===== config.mk =====
export PLATFORM = sky130hd
export DESIGN_NAME = rvea_top
export DESIGN_NICKNAME = d
export VERILOG_FILES = /design/src/rvea_pkg.sv /design/src/rvea_top.sv /design/src/rvea_div.sv /design/src/rvea_pulse.sv
export SDC_FILE = /design/constraint.sdc
export NUM_CORES = 2
export LEC_CHECK = 0
export ABC_AREA = 1
export BUFFER_PORTS_ARGS = -buffer_cell sky130_fd_sc_hd__buf_2
export CORE_ASPECT_RATIO = 1.25
export CORE_MARGIN = 2
export CORE_UTILIZATION = 60
export CTS_CLUSTER_SIZE = 8
export DETAILED_ROUTE_END_ITERATION = 6
export PLACE_DENSITY_LB_ADDON = 0.2
export SYNTH_ARGS = -nofsm -noshare
export SYNTH_HDL_FRONTEND = slang
export SYNTH_SLANG_ARGS = --single-unit

===== constraint.sdc =====
create_clock -name core_clk -period 19.18 [get_ports core_clk]
set_clock_uncertainty 0.1 [all_clocks]
set_input_delay 2.877 -clock core_clk [delete_from_list [all_inputs] [get_ports core_clk]]
set_output_delay 2.877 -clock core_clk [all_outputs]
set_load 0.01 [all_outputs]

===== src/rvea_pkg.sv =====
// Constants shared by the reactive energy accumulator and its pulse output
package rvea_pkg;
   localparam int ADDR_W = 4;
   localparam int DATA_W = 16;
   localparam int ACC_W = 41;
   localparam int VIS_LSB = 25;
   localparam int HALF_BIT = VIS_LSB + 14;
   localparam int SAMPLE_CYCLES = 4;
   localparam int PULSE_EQ_CYC = 64;
   localparam int CLK_HZ = 50_000_000;
   localparam int LONG_PERIOD_MS = 180;
   localparam int FIXED_WIDTH_MS = 90;
   localparam int LONG_PERIOD_CYC = CLK_HZ / 1000 * LONG_PERIOD_MS;
   localparam int FIXED_WIDTH_CYC = CLK_HZ / 1000 * FIXED_WIDTH_MS;
   // Register offsets
   localparam logic [ADDR_W-1:0] OFS_ENERGY_A = 4'h0;
   localparam logic [ADDR_W-1:0] OFS_ENERGY_B = 4'h1;
   localparam logic [ADDR_W-1:0] OFS_ENERGY_C = 4'h2;
   localparam logic [ADDR_W-1:0] OFS_DIVIDER = 4'h3;
   localparam logic [ADDR_W-1:0] OFS_COMP_MODE = 4'h4;
   localparam logic [ADDR_W-1:0] OFS_LINE_MODE = 4'h5;
   localparam logic [ADDR_W-1:0] OFS_WAVE_MODE = 4'h6;
   localparam logic [ADDR_W-1:0] OFS_PDIV_NUM = 4'h7;
   localparam logic [ADDR_W-1:0] OFS_PDIV_DEN = 4'h8;
   localparam logic [ADDR_W-1:0] OFS_STATUS = 4'h9;
   localparam logic [ADDR_W-1:0] OFS_MASK = 4'hA;
   // Field positions
   localparam int COMB_LSB = 0;
   localparam int TERM_LSB = 2;
   localparam int ABS_BIT = 5;
   localparam int SIGN_ADJ_BIT = 6;
   localparam int READ_CLR_BIT = 6;
   localparam int APPARENT_BIT = 7;
   localparam int HF_BIT = 1;
   // Reset values
   localparam logic [7:0] RST_DIVIDER = 8'h00;
   localparam logic [7:0] RST_COMP_MODE = 8'h1C;
   localparam logic [7:0] RST_LINE_MODE = 8'h00;
   localparam logic [7:0] RST_WAVE_MODE = 8'h00;
   // Phase combination codes
   typedef enum logic [1:0] {
      RVEA_COMB_EACH = 2'h0,
      RVEA_COMB_DIFF = 2'h1,
      RVEA_COMB_MIX = 2'h2,
      RVEA_COMB_RSVD = 2'h3
   } rvea_comb_t;
endpackage


===== src/rvea_top.sv =====
// Reactive energy accumulators, register file and reactive pulse output
//
// Design decisions made here: the placing of the registers and strobed register access.
`timescale 1ns/1ns
`default_nettype none
module rvea_top #(
   parameter int PWR_W = 24,
   parameter int FRAC_W = 12,
   parameter int DFC_THRESH = 1048576,
   parameter int LONG_CYC = rvea_pkg::LONG_PERIOD_CYC,
   parameter int FIXED_CYC = rvea_pkg::FIXED_WIDTH_CYC
) (
   // Clock and reset
   input wire logic core_clk,
   input wire logic arst_n,
   // Register port
   input wire logic [rvea_pkg::ADDR_W-1:0] reg_addr,
   input wire logic [rvea_pkg::DATA_W-1:0] reg_wdata,
   input wire logic reg_wr,
   input wire logic reg_rd,
   output logic [rvea_pkg::DATA_W-1:0] reg_rdata,
   // Filtered products, voltage times shifted current
   input wire logic signed [PWR_W-1:0] pwr_va_ia,
   input wire logic signed [PWR_W-1:0] pwr_va_ib,
   input wire logic signed [PWR_W-1:0] pwr_vb_ib,
   input wire logic signed [PWR_W-1:0] pwr_vc_ic,
   input wire logic signed [PWR_W-1:0] pwr_vc_ib,
   // Per-phase active power sign and total apparent power
   input wire logic [2:0] active_neg,
   input wire logic [PWR_W-1:0] apparent_total,
   // Outputs
   output logic reactive_pulse_output,
   output logic irq_n
);
   import rvea_pkg::*;
   localparam int PW = PWR_W + 1;
   localparam int DW = PW + 2;
   localparam int AW = 34;

   logic rst_q1;
   logic rst_n;
   always_ff @(posedge core_clk or negedge arst_n) begin
      if (!arst_n) begin
         rst_q1 <= 1'b0;
         rst_n <= 1'b0;
      end else begin
         rst_q1 <= 1'b1;
         rst_n <= rst_q1;
      end
   end

   // Software registers
   logic [7:0] reactive_energy_divider;
   logic [7:0] compensation_mode_register;
   logic [7:0] line_cycle_mode_register;
   logic [7:0] waveform_mode_register;
   logic [FRAC_W-1:0] pulse_divider_numerator;
   logic [FRAC_W-1:0] pulse_divider_denominator;
   logic half_full_status;
   logic reactive_half_full_mask;

   logic wr_div, wr_comp, wr_line, wr_wave, wr_num, wr_den;
   logic wr_status, wr_mask;
   assign wr_div = reg_wr && reg_addr == OFS_DIVIDER;
   assign wr_comp = reg_wr && reg_addr == OFS_COMP_MODE;
   assign wr_line = reg_wr && reg_addr == OFS_LINE_MODE;
   assign wr_wave = reg_wr && reg_addr == OFS_WAVE_MODE;
   assign wr_num = reg_wr && reg_addr == OFS_PDIV_NUM;
   assign wr_den = reg_wr && reg_addr == OFS_PDIV_DEN;
   assign wr_status = reg_wr && reg_addr == OFS_STATUS;
   assign wr_mask = reg_wr && reg_addr == OFS_MASK;

   always_ff @(posedge core_clk or negedge rst_n) begin
      if (!rst_n) begin
         reactive_energy_divider <= RST_DIVIDER;
         compensation_mode_register <= RST_COMP_MODE;
         line_cycle_mode_register <= RST_LINE_MODE;
         waveform_mode_register <= RST_WAVE_MODE;
         pulse_divider_numerator <= '0;
         pulse_divider_denominator <= '0;
         reactive_half_full_mask <= 1'b0;
      end else begin
         if (wr_div) begin
            reactive_energy_divider <= reg_wdata[7:0];
         end
         if (wr_comp) begin
            compensation_mode_register <= reg_wdata[7:0];
         end
         if (wr_line) begin
            line_cycle_mode_register <= reg_wdata[7:0];
         end
         if (wr_wave) begin
            waveform_mode_register <= reg_wdata[7:0];
         end
         if (wr_num) begin
            pulse_divider_numerator <= reg_wdata[FRAC_W-1:0];
         end
         if (wr_den) begin
            pulse_divider_denominator <= reg_wdata[FRAC_W-1:0];
         end
         if (wr_mask) begin
            reactive_half_full_mask <= reg_wdata[HF_BIT];
         end
      end
   end

   // Sample strobe, one in every four cycles
   logic [1:0] sample_cnt;
   logic sample_tick;
   assign sample_tick = sample_cnt == 2'(SAMPLE_CYCLES - 1);
   always_ff @(posedge core_clk or negedge rst_n) begin
      if (!rst_n) begin
         sample_cnt <= '0;
      end else begin
         sample_cnt <= sample_cnt + 2'h1;
      end
   end

   // Accumulator inputs by phase combination
   rvea_comb_t comb;
   logic signed [PW-1:0] phase_in [3];
   logic signed [PW-1:0] diff_a, diff_c;
   assign comb = rvea_comb_t'(compensation_mode_register[COMB_LSB +: 2]);
   assign diff_a = PW'(pwr_va_ia) - PW'(pwr_va_ib);
   assign diff_c = PW'(pwr_vc_ic) - PW'(pwr_vc_ib);
   // Reserved code behaves as the per-phase code
   assign phase_in[0] = (comb == RVEA_COMB_DIFF || comb == RVEA_COMB_MIX) ?
      diff_a : PW'(pwr_va_ia);
   assign phase_in[1] = (comb == RVEA_COMB_DIFF || comb == RVEA_COMB_MIX) ?
      '0 : PW'(pwr_vb_ib);
   assign phase_in[2] = (comb == RVEA_COMB_DIFF) ?
      diff_c : PW'(pwr_vc_ic);

   // Per-phase accumulators
   logic signed [ACC_W-1:0] acc [3];
   logic signed [ACC_W-1:0] acc_sum [3];
   logic signed [PW-1:0] quot [3];
   logic signed [DW-1:0] term [3];
   logic [2:0] rd_clr;
   logic [2:0] hf_evt;
   logic rclr_en;
   logic sign_adj;
   assign rclr_en = line_cycle_mode_register[READ_CLR_BIT];
   assign sign_adj = compensation_mode_register[SIGN_ADJ_BIT];

   for (genvar i = 0; i < 3; i++) begin : g_phase
      rvea_div #(.W(PW)) u_div (
         .power(phase_in[i]),
         .divisor(reactive_energy_divider),
         .quotient(quot[i])
      );
      // Plain two's complement add wraps 0x7FFF/0x8000 in the top bits
      assign acc_sum[i] = acc[i] + ACC_W'(quot[i]);
      assign rd_clr[i] = reg_rd && rclr_en &&
         reg_addr == OFS_ENERGY_A + ADDR_W'(i);
      assign hf_evt[i] = sample_tick && !rd_clr[i] &&
         acc_sum[i][HALF_BIT] != acc[i][HALF_BIT];
      assign term[i] = !compensation_mode_register[TERM_LSB + i] ? '0 :
         (sign_adj && active_neg[i]) ? -DW'(phase_in[i]) :
         DW'(phase_in[i]);
      // A clearing read wins over the sample landing in the same cycle
      always_ff @(posedge core_clk or negedge rst_n) begin
         if (!rst_n) begin
            acc[i] <= '0;
         end else if (rd_clr[i]) begin
            acc[i] <= '0;
         end else if (sample_tick) begin
            acc[i] <= acc_sum[i];
         end
      end
   end

   // Half-full flag and interrupt, set beats a write-one clear
   logic next_half_full;
   assign next_half_full = |hf_evt ||
      (half_full_status && !(wr_status && reg_wdata[HF_BIT]));
   always_ff @(posedge core_clk or negedge rst_n) begin
      if (!rst_n) begin
         half_full_status <= 1'b0;
         irq_n <= 1'b1;
      end else begin
         half_full_status <= next_half_full;
         irq_n <= !(half_full_status && reactive_half_full_mask);
      end
   end

   // Read port, data valid only in the cycle after the strobe
   logic [DATA_W-1:0] rd_mux;
   assign rd_mux =
      reg_addr == OFS_ENERGY_A ? acc[0][VIS_LSB +: DATA_W] :
      reg_addr == OFS_ENERGY_B ? acc[1][VIS_LSB +: DATA_W] :
      reg_addr == OFS_ENERGY_C ? acc[2][VIS_LSB +: DATA_W] :
      reg_addr == OFS_DIVIDER ? {8'h00, reactive_energy_divider} :
      reg_addr == OFS_COMP_MODE ? {8'h00, compensation_mode_register} :
      reg_addr == OFS_LINE_MODE ? {8'h00, line_cycle_mode_register} :
      reg_addr == OFS_WAVE_MODE ? {8'h00, waveform_mode_register} :
      reg_addr == OFS_PDIV_NUM ? DATA_W'(pulse_divider_numerator) :
      reg_addr == OFS_PDIV_DEN ? DATA_W'(pulse_divider_denominator) :
      reg_addr == OFS_STATUS ? DATA_W'({half_full_status, 1'b0}) :
      reg_addr == OFS_MASK ? DATA_W'({reactive_half_full_mask, 1'b0}) :
      16'h0000;
   always_ff @(posedge core_clk or negedge rst_n) begin
      if (!rst_n) begin
         reg_rdata <= '0;
      end else begin
         reg_rdata <= reg_rd ? rd_mux : '0;
      end
   end

   // Digital-to-frequency converter on the magnitude of the total, or of apparent_total when APPARENT_BIT is set
   logic signed [DW-1:0] total;
   logic signed [DW-1:0] dfc_in;
   logic [DW-1:0] dfc_mag;
   logic [AW-1:0] dfc_acc, dfc_sum;
   logic dfc_hit;
   logic dfc_pulse;
   assign total = term[0] + term[1] + term[2];
   assign dfc_in = waveform_mode_register[APPARENT_BIT] ?
      DW'($signed({1'b0, apparent_total})) : total;
   assign dfc_mag = dfc_in[DW-1] ? DW'(-dfc_in) : DW'(dfc_in);
   assign dfc_sum = dfc_acc + AW'(dfc_mag);
   assign dfc_hit = dfc_sum >= AW'(DFC_THRESH);
   always_ff @(posedge core_clk or negedge rst_n) begin
      if (!rst_n) begin
         dfc_acc <= '0;
         dfc_pulse <= 1'b0;
      end else begin
         dfc_pulse <= sample_tick && dfc_hit;
         if (sample_tick) begin
            dfc_acc <= dfc_hit ? dfc_sum - AW'(DFC_THRESH) : dfc_sum;
         end
      end
   end

   rvea_pulse #(
      .FRAC_W(FRAC_W),
      .LONG_CYC(LONG_CYC),
      .FIXED_CYC(FIXED_CYC)
   ) u_pulse (
      .clk(core_clk),
      .rst_n(rst_n),
      .dfc_pulse(dfc_pulse),
      .num(pulse_divider_numerator),
      .den(pulse_divider_denominator),
      .pulse_out(reactive_pulse_output)
   );
endmodule
`default_nettype wire


===== src/rvea_div.sv =====
// Signed power divided by an unsigned 8-bit divisor
`timescale 1ns/1ns
`default_nettype none
module rvea_div #(
   parameter int W = 25
) (
   // Operands
   input wire logic signed [W-1:0] power,
   input wire logic [7:0] divisor,
   // Result
   output logic signed [W-1:0] quotient
);
   import rvea_pkg::*;
   logic no_div;
   logic signed [W:0] wide_div;
   logic signed [W:0] wide_q;
   assign no_div = divisor <= 8'h01;
   assign wide_div = $signed({{(W - 7){1'b0}}, divisor});
   // Truncates toward zero, so the sign of the step never flips
   assign wide_q = no_div ? '0 : (W + 1)'(power) / wide_div;
   assign quotient = no_div ? power : W'(wide_q);
endmodule
`default_nettype wire


===== src/rvea_pulse.sv =====
// Output pulse divider and pulse width generator
`timescale 1ns/1ns
`default_nettype none
module rvea_pulse #(
   parameter int FRAC_W = 12,
   parameter int LONG_CYC = rvea_pkg::LONG_PERIOD_CYC,
   parameter int FIXED_CYC = rvea_pkg::FIXED_WIDTH_CYC
) (
   // Clock and reset
   input wire logic clk,
   input wire logic rst_n,
   // Converter pulses and ratio
   input wire logic dfc_pulse,
   input wire logic [FRAC_W-1:0] num,
   input wire logic [FRAC_W-1:0] den,
   // Output
   output logic pulse_out
);
   import rvea_pkg::*;
   localparam int CW = 32;
   logic [FRAC_W-1:0] num_eff, den_eff;
   logic [FRAC_W:0] frac, frac_sum, half_den;
   logic [CW-1:0] gap, dfc_period, out_gap, out_period, hi_cnt;
   logic [CW-1:0] width, next_hi_cnt;
   logic [CW+FRAC_W:0] prod;
   logic fire, long_case;
   assign num_eff = (num == '0) ? FRAC_W'(1) : num;
   assign den_eff = (den == '0) ? FRAC_W'(1) : den;
   assign frac_sum = frac + {1'b0, num_eff};
   assign fire = dfc_pulse && (frac_sum >= {1'b0, den_eff});
   assign half_den = ({1'b0, den_eff} + (FRAC_W + 1)'(1)) >> 1;
   assign prod = dfc_period * half_den;
   assign long_case = out_period > CW'(LONG_CYC);
   assign width = long_case ? CW'(FIXED_CYC) :
      (den_eff > num_eff) ?
      ((prod > (CW + FRAC_W + 1)'(32'hFFFFFFFF)) ? 32'hFFFFFFFF : CW'(prod)) :
      CW'(PULSE_EQ_CYC);
   assign next_hi_cnt = fire ? width :
      (hi_cnt != '0) ? hi_cnt - CW'(1) : '0;
   always_ff @(posedge clk or negedge rst_n) begin
      if (!rst_n) begin
         frac <= '0;
         gap <= '0;
         dfc_period <= '0;
         out_gap <= '0;
         out_period <= '0;
         hi_cnt <= '0;
         pulse_out <= 1'b0;
      end else begin
         if (dfc_pulse) begin
            frac <= fire ? frac_sum - {1'b0, den_eff} : frac_sum;
         end
         gap <= dfc_pulse ? '0 : (&gap ? gap : gap + CW'(1));
         if (dfc_pulse) begin
            dfc_period <= gap + CW'(1);
         end
         out_gap <= fire ? '0 : (&out_gap ? out_gap : out_gap + CW'(1));
         if (fire) begin
            out_period <= out_gap + CW'(1);
         end
         hi_cnt <= next_hi_cnt;
         pulse_out <= next_hi_cnt != '0;
      end
   end
endmodule
`default_nettype wire


==> metrics.cfg, run 1 <==
[die]
initial_utilization_pct = 60.5
rows = 158
die_h_um = 437
chipWidth_um = 350
io_pins = 189

[synth]
yosysTopAreaCell = nand2_1
synth-edff-count = 0
synth-seq-cells = 411
syn_nets = 15679
synth_seq_area_share_pct = 11.4
yosys_warnings = 0
synth_cell_type_count = 92
synth_ff_type = dfrtp_1
synthCells = 14275
synth.avg_cell_area_sq_um = 6.30
synth_top_area_share_pct = 14.6
ys_top_cells_by_area = nand2_1 15%, ha_1 12%, dfrtp_1 11%, inv_1 9.2%, fa_1 7.5%
syn_area_sq_um = 90000
postSynth.asyncResetShare_pct = 100

[placed_design]
dp_worst_setup_slack_ns = -36.94
gp_congestion = 1.05
portBuffers = 184
dp_hpwl_um = 274000

[cts]
cts-root-buf = clkbuf_16
htree_levels = 2
hold_buffers = 0
cts_buffer_depth = 3
cts.sinks = 411
numCtsBuffers = 58

[global_routing]
overflow = 16
grt_max_degree = 183
grt_usage_pct = 69.3
antenna_found_initial = 94

[outcome]
lastStage = global routing
run_status = aborted with a tool error
error_line = [ERROR GRT-0232] Routing congestion too high. Check the congestion heatmap in the GUI.

[timing]
postGrtWorstEndpoint = acc[81]$_DFFE_PN0P_/D
worst_endpoint_kind = register input

cells in the mapped netlist (all sizes together), types with 76 or more instances:
cell type and count:
a21o 76, a21oi 671, buf 101, clkbuf 233, dfrtp 407, fa 335
ha 898, inv 2288, nand2 3764, nand3 1093, nand4 313, nor2 1366
nor3 155, o21ai 1249, o21bai 98, or2 95, xnor2 218, xor2 454
metrics by stage:
stage               cell area [sq um]  cells
floorplan                       91800  14275
global placement               119000  19519
detailed placement             119000  19519
CTS                            125000  20062
what timing repair did:
| item | 4_1_cts |
|---|---|
| gates resized for setup | 411 |
| setup endpoints to repair | 124 |
| hold endpoints to repair | 0 |
| cloned | 12 |
| pin swaps | 399 |
| setup buffers | 442 |
metal layers:
metal  GRT usage, %  GRT overflow
met1           69.5             0
met2           87.8            10
met3           52.1             2
met4           64.8             4
met5           33.3             0
kinds of logic after synthesis:
| logic type | share of synthesized area, % |
|---|---|
| buffers and inverters | 11.9 |
| xor gates and xnor gates | 6.54 |
| and+or+nand+nor | 35.4 |
| DFF | 11.4 |
| AOI/OAI and AO/OA | 14.7 |
| other | 0.00417 |
| adders and majority gates | 19.9 |
| muxes | 0.0570 |
==> run 2, diff against run 1 <==
CORE_ASPECT_RATIO = unset   (was 1.25)
CORE_UTILIZATION = 40   (was 60)
CTS_CLUSTER_SIZE = unset   (was 8)
PLACE_DENSITY_LB_ADDON = 0.15   (was 0.2)
==> run 2 against run 1 <==
Effect of this change: synthesized area unchanged; the flow now finishes, with violations (setup timing); synthesized cell count is the same.
==> metrics.cfg, run 2 <==
[detailed_routing]
drt-vias-per-instance = 4.91
drtIter0Drc = 5731
ant_nets = 0
vias = 105284
wirelength_um = 324000
drc = 0
firstDrtPassIters = 7
post_drt_wl_per_cell_um = 15.1

[setup_path]
crit_fanout = 8
r2r_end = half_full_status
r2r-start = compensation_mode_register[1]
rrSetupSlack_ns = -30.41
cpPeakStageDelay_ns = 0.41
cp-endpoint = acc[39]
setup.worst_path.start_class = primary input
reg2reg_depth = 416
crit_arrival_ns = 52.02
cp_slowest_cell = ha_2
crit_required_ns = 19.67
end_kind = flip-flop
crit_start = pwr_vc_ib[8]
crit_type = primary input to flip-flop
critical_path.most_common_cell = buf_4

[outcome]
violations = setup timing
run_status = finished with violations

[synth]
ys_top_cells_by_area = nand2_1 15%, ha_1 12%, dfrtp_1 11%, inv_1 9.2%, fa_1 7.5%
yosys_warnings = 0  ; unchanged
synth_seq_area_share_pct = 11.4  ; unchanged
synth-adder-area-share_pct = 19.9  ; unchanged
synth_top_area_share_pct = 14.6  ; unchanged
synth_top_family_by_area = simple AND/OR/NAND/NOR gates
synth_compound_area_share_pct = 14.7  ; unchanged
synthTopCellsByCount = 3,492 x nand2_1, 2,217 x inv_1, 1,186 x nor2_1, 1,132 x o21ai_0, 941 x nand3_1
yosysMostFrequentCell = nand2_1
syn_nets = 15679  ; unchanged
synth_xor_area_share_pct = 6.54  ; unchanged
synth_cell_type_count = 92  ; unchanged
synth-seq-cells = 411  ; unchanged
yosysTopAreaCell = nand2_1
synth_ff_type = dfrtp_1
synth-edff-count = 0  ; unchanged
postSynth.asyncResetShare_pct = 100  ; unchanged
synthSimpleGateAreaFrac_pct = 35.4  ; unchanged
syn_area_sq_um = 90000  ; unchanged
synthCells = 14275  ; unchanged
synth.avg_cell_area_sq_um = 6.30  ; unchanged
yosys-mux-area-fraction_pct = 0.0570  ; unchanged

[cts]
cts-root-buf = clkbuf_16
cts.sinks = 411  ; unchanged
htree_levels = 2  ; unchanged
path_clk_slew_ns = 0.07
numCtsBuffers = 53  ; -8.6%
hold_buffers = 0  ; unchanged
cts_buffer_depth = 3  ; unchanged
worstSkewPairLatency_ns = 0.69
cts_tree = done

[finish]
drive_gt1_share_pct = 34.4
area_growth_syn_to_layout_pct = 46.7
top_register = acc
largest_reg_flops = 123
final_common_cell = buf_4
nNetsFinal = 19804
biggestRegsByFlops = acc x123, dfc_acc x34
design_area_sq_um = 132000
layout_common_cells = 4,155 x buf_4, 3,340 x nand2_1, 2,117 x inv_1, 1,096 x nor2_1, 908 x nand3_1
fillCellCount = 21634

[global_routing]
grt_most_used_layer = met2
grt_usage_pct = 27.1
grt_pass1_wl_um = 515000
antenna_found_initial = 15
first_global_vias = 100985
grt_max_degree = 76
grt.met3_usage_pct = 2.52
overflow = 0
met2_usage_pct = 47.0
gr-usage-met1_pct = 35.3

[timing]
min_period_ns = 51.53
grt_setup_unrepaired = yes
worstMarginPinSlew_ns = 1.33
holdWs_ns = 0.246
fin_ws_ns = -32.35
max_freq_mhz = 19.4
timing.final.crit_share_pct = 269
setup_viol = 124
relSlewSlack_pct = 11.3
hold_violations = 0
fin_tns_setup_ns = -3640.15
drv_slew = 0

[placed_design]
placed_area_sq_um = 121000  ; +1.9%
dp_hpwl_um = 257000  ; -6.1%
portBuffers = 184  ; unchanged
gp_congestion = 0.958  ; -9.0%
dp_worst_setup_slack_ns = -35.31  ; +1.63 ns

[die]
die_h_um = 478  ; +9.5%
io_pins = 189  ; unchanged
coreArea_sq_um = 224000
initial_utilization_pct = 40.1  ; -20 points
chipWidth_um = 478  ; +37%
dieArea_sq_um = 229000
rows = 174  ; +10%

[min_path]
hold_path.class = flip-flop to async pin

[flow_run]
maxCapViolations = 0

==> run 2: repair_timing <==
item / CTS / global route
pin swaps: 509 / 597
cloned: 12 / 4
resized for setup: 432 / 553
endpoints found under the setup margin: 124 / 124
setup buffers: 483 / 206
==> run 2: critical path, delay by kind of cell <==
kind | cells | cell delay, ns
buffers and inverters | 120 | 11.32
AOI/OAI and AO/OA | 126 | 16.83
adders and majority gates | 25 | 6.55
xor gates and xnor gates | 1 | 0.21
and+or+nand+nor | 154 | 14.12
==> run 2: how the worst min path moves through the flow <==
| stage | endpoint | slack (ns) | depth (start not counted) |
|---|---|---|---|
| 2_1_floorplan | rst_n | 0.23 | 0 |
| 3_3_place_gp | rst_n | 0.23 | 0 |
| 3_5_place_dp | reg_rdata[4] | 0.24 | 0 |
| 4_1_cts | reg_rdata[4] | 0.26 | 0 |
| 5_1_grt | rst_n | 0.26 | 0 |
| 6_report | reg_rdata[4] | 0.25 | 0 |
==> run 2: per-layer routing <==
| metal | routed length (um) | part of all wire, % |
|---|---|---|
| met1 | 145000 | 45 |
| met2 | 152000 | 47 |
| met3 | 14000 | 4.3 |
| met4 | 12900 | 4.0 |
| met5 | 45 | 0.014 |
==> run 2: cells by family after synthesis <==
kind of cell               after synthesis
AOI/OAI and AO/OA                     2369
xor gates and xnor gates               672
adders and majority gates             1233
buffers and inverters                 2671
DFF                                    411
muxes                                    5
other                                    1
and+or+nand+nor                       6913
==> run 2: layout make-up <==
type / instances / area (sq um) / share of cell area (%)
Timing Repair Buffer: 4401 / 33000 / 25.0
Antenna cell: 4 / 10.0 / 0.00758
Tap cell: 2992 / 3740 / 2.84
Clock inverter: 27 / 310 / 0.235
Timing Repair inverter: 6 / 42.5 / 0.0322
Clock buffer: 69 / 1490 / 1.13
Sequential cell: 411 / 10300 / 7.80
Inverter: 2333 / 8960 / 6.79
Multi-Input combinational cell: 11194 / 74100 / 56.1
==> run 2: stage by stage <==
step / util (%) / instances
after floorplan: - / 14275
after global placement: 53.8 / 20633
after detailed placement: 53.8 / 20633
after CTS: 57.0 / 21223
after global routing: 58.9 / 21436
final: 58.9 / 21437
Power of run 2 is not shown: default switching activity piles up to over one toggle a cycle in this logic, so the estimate is an artifact.
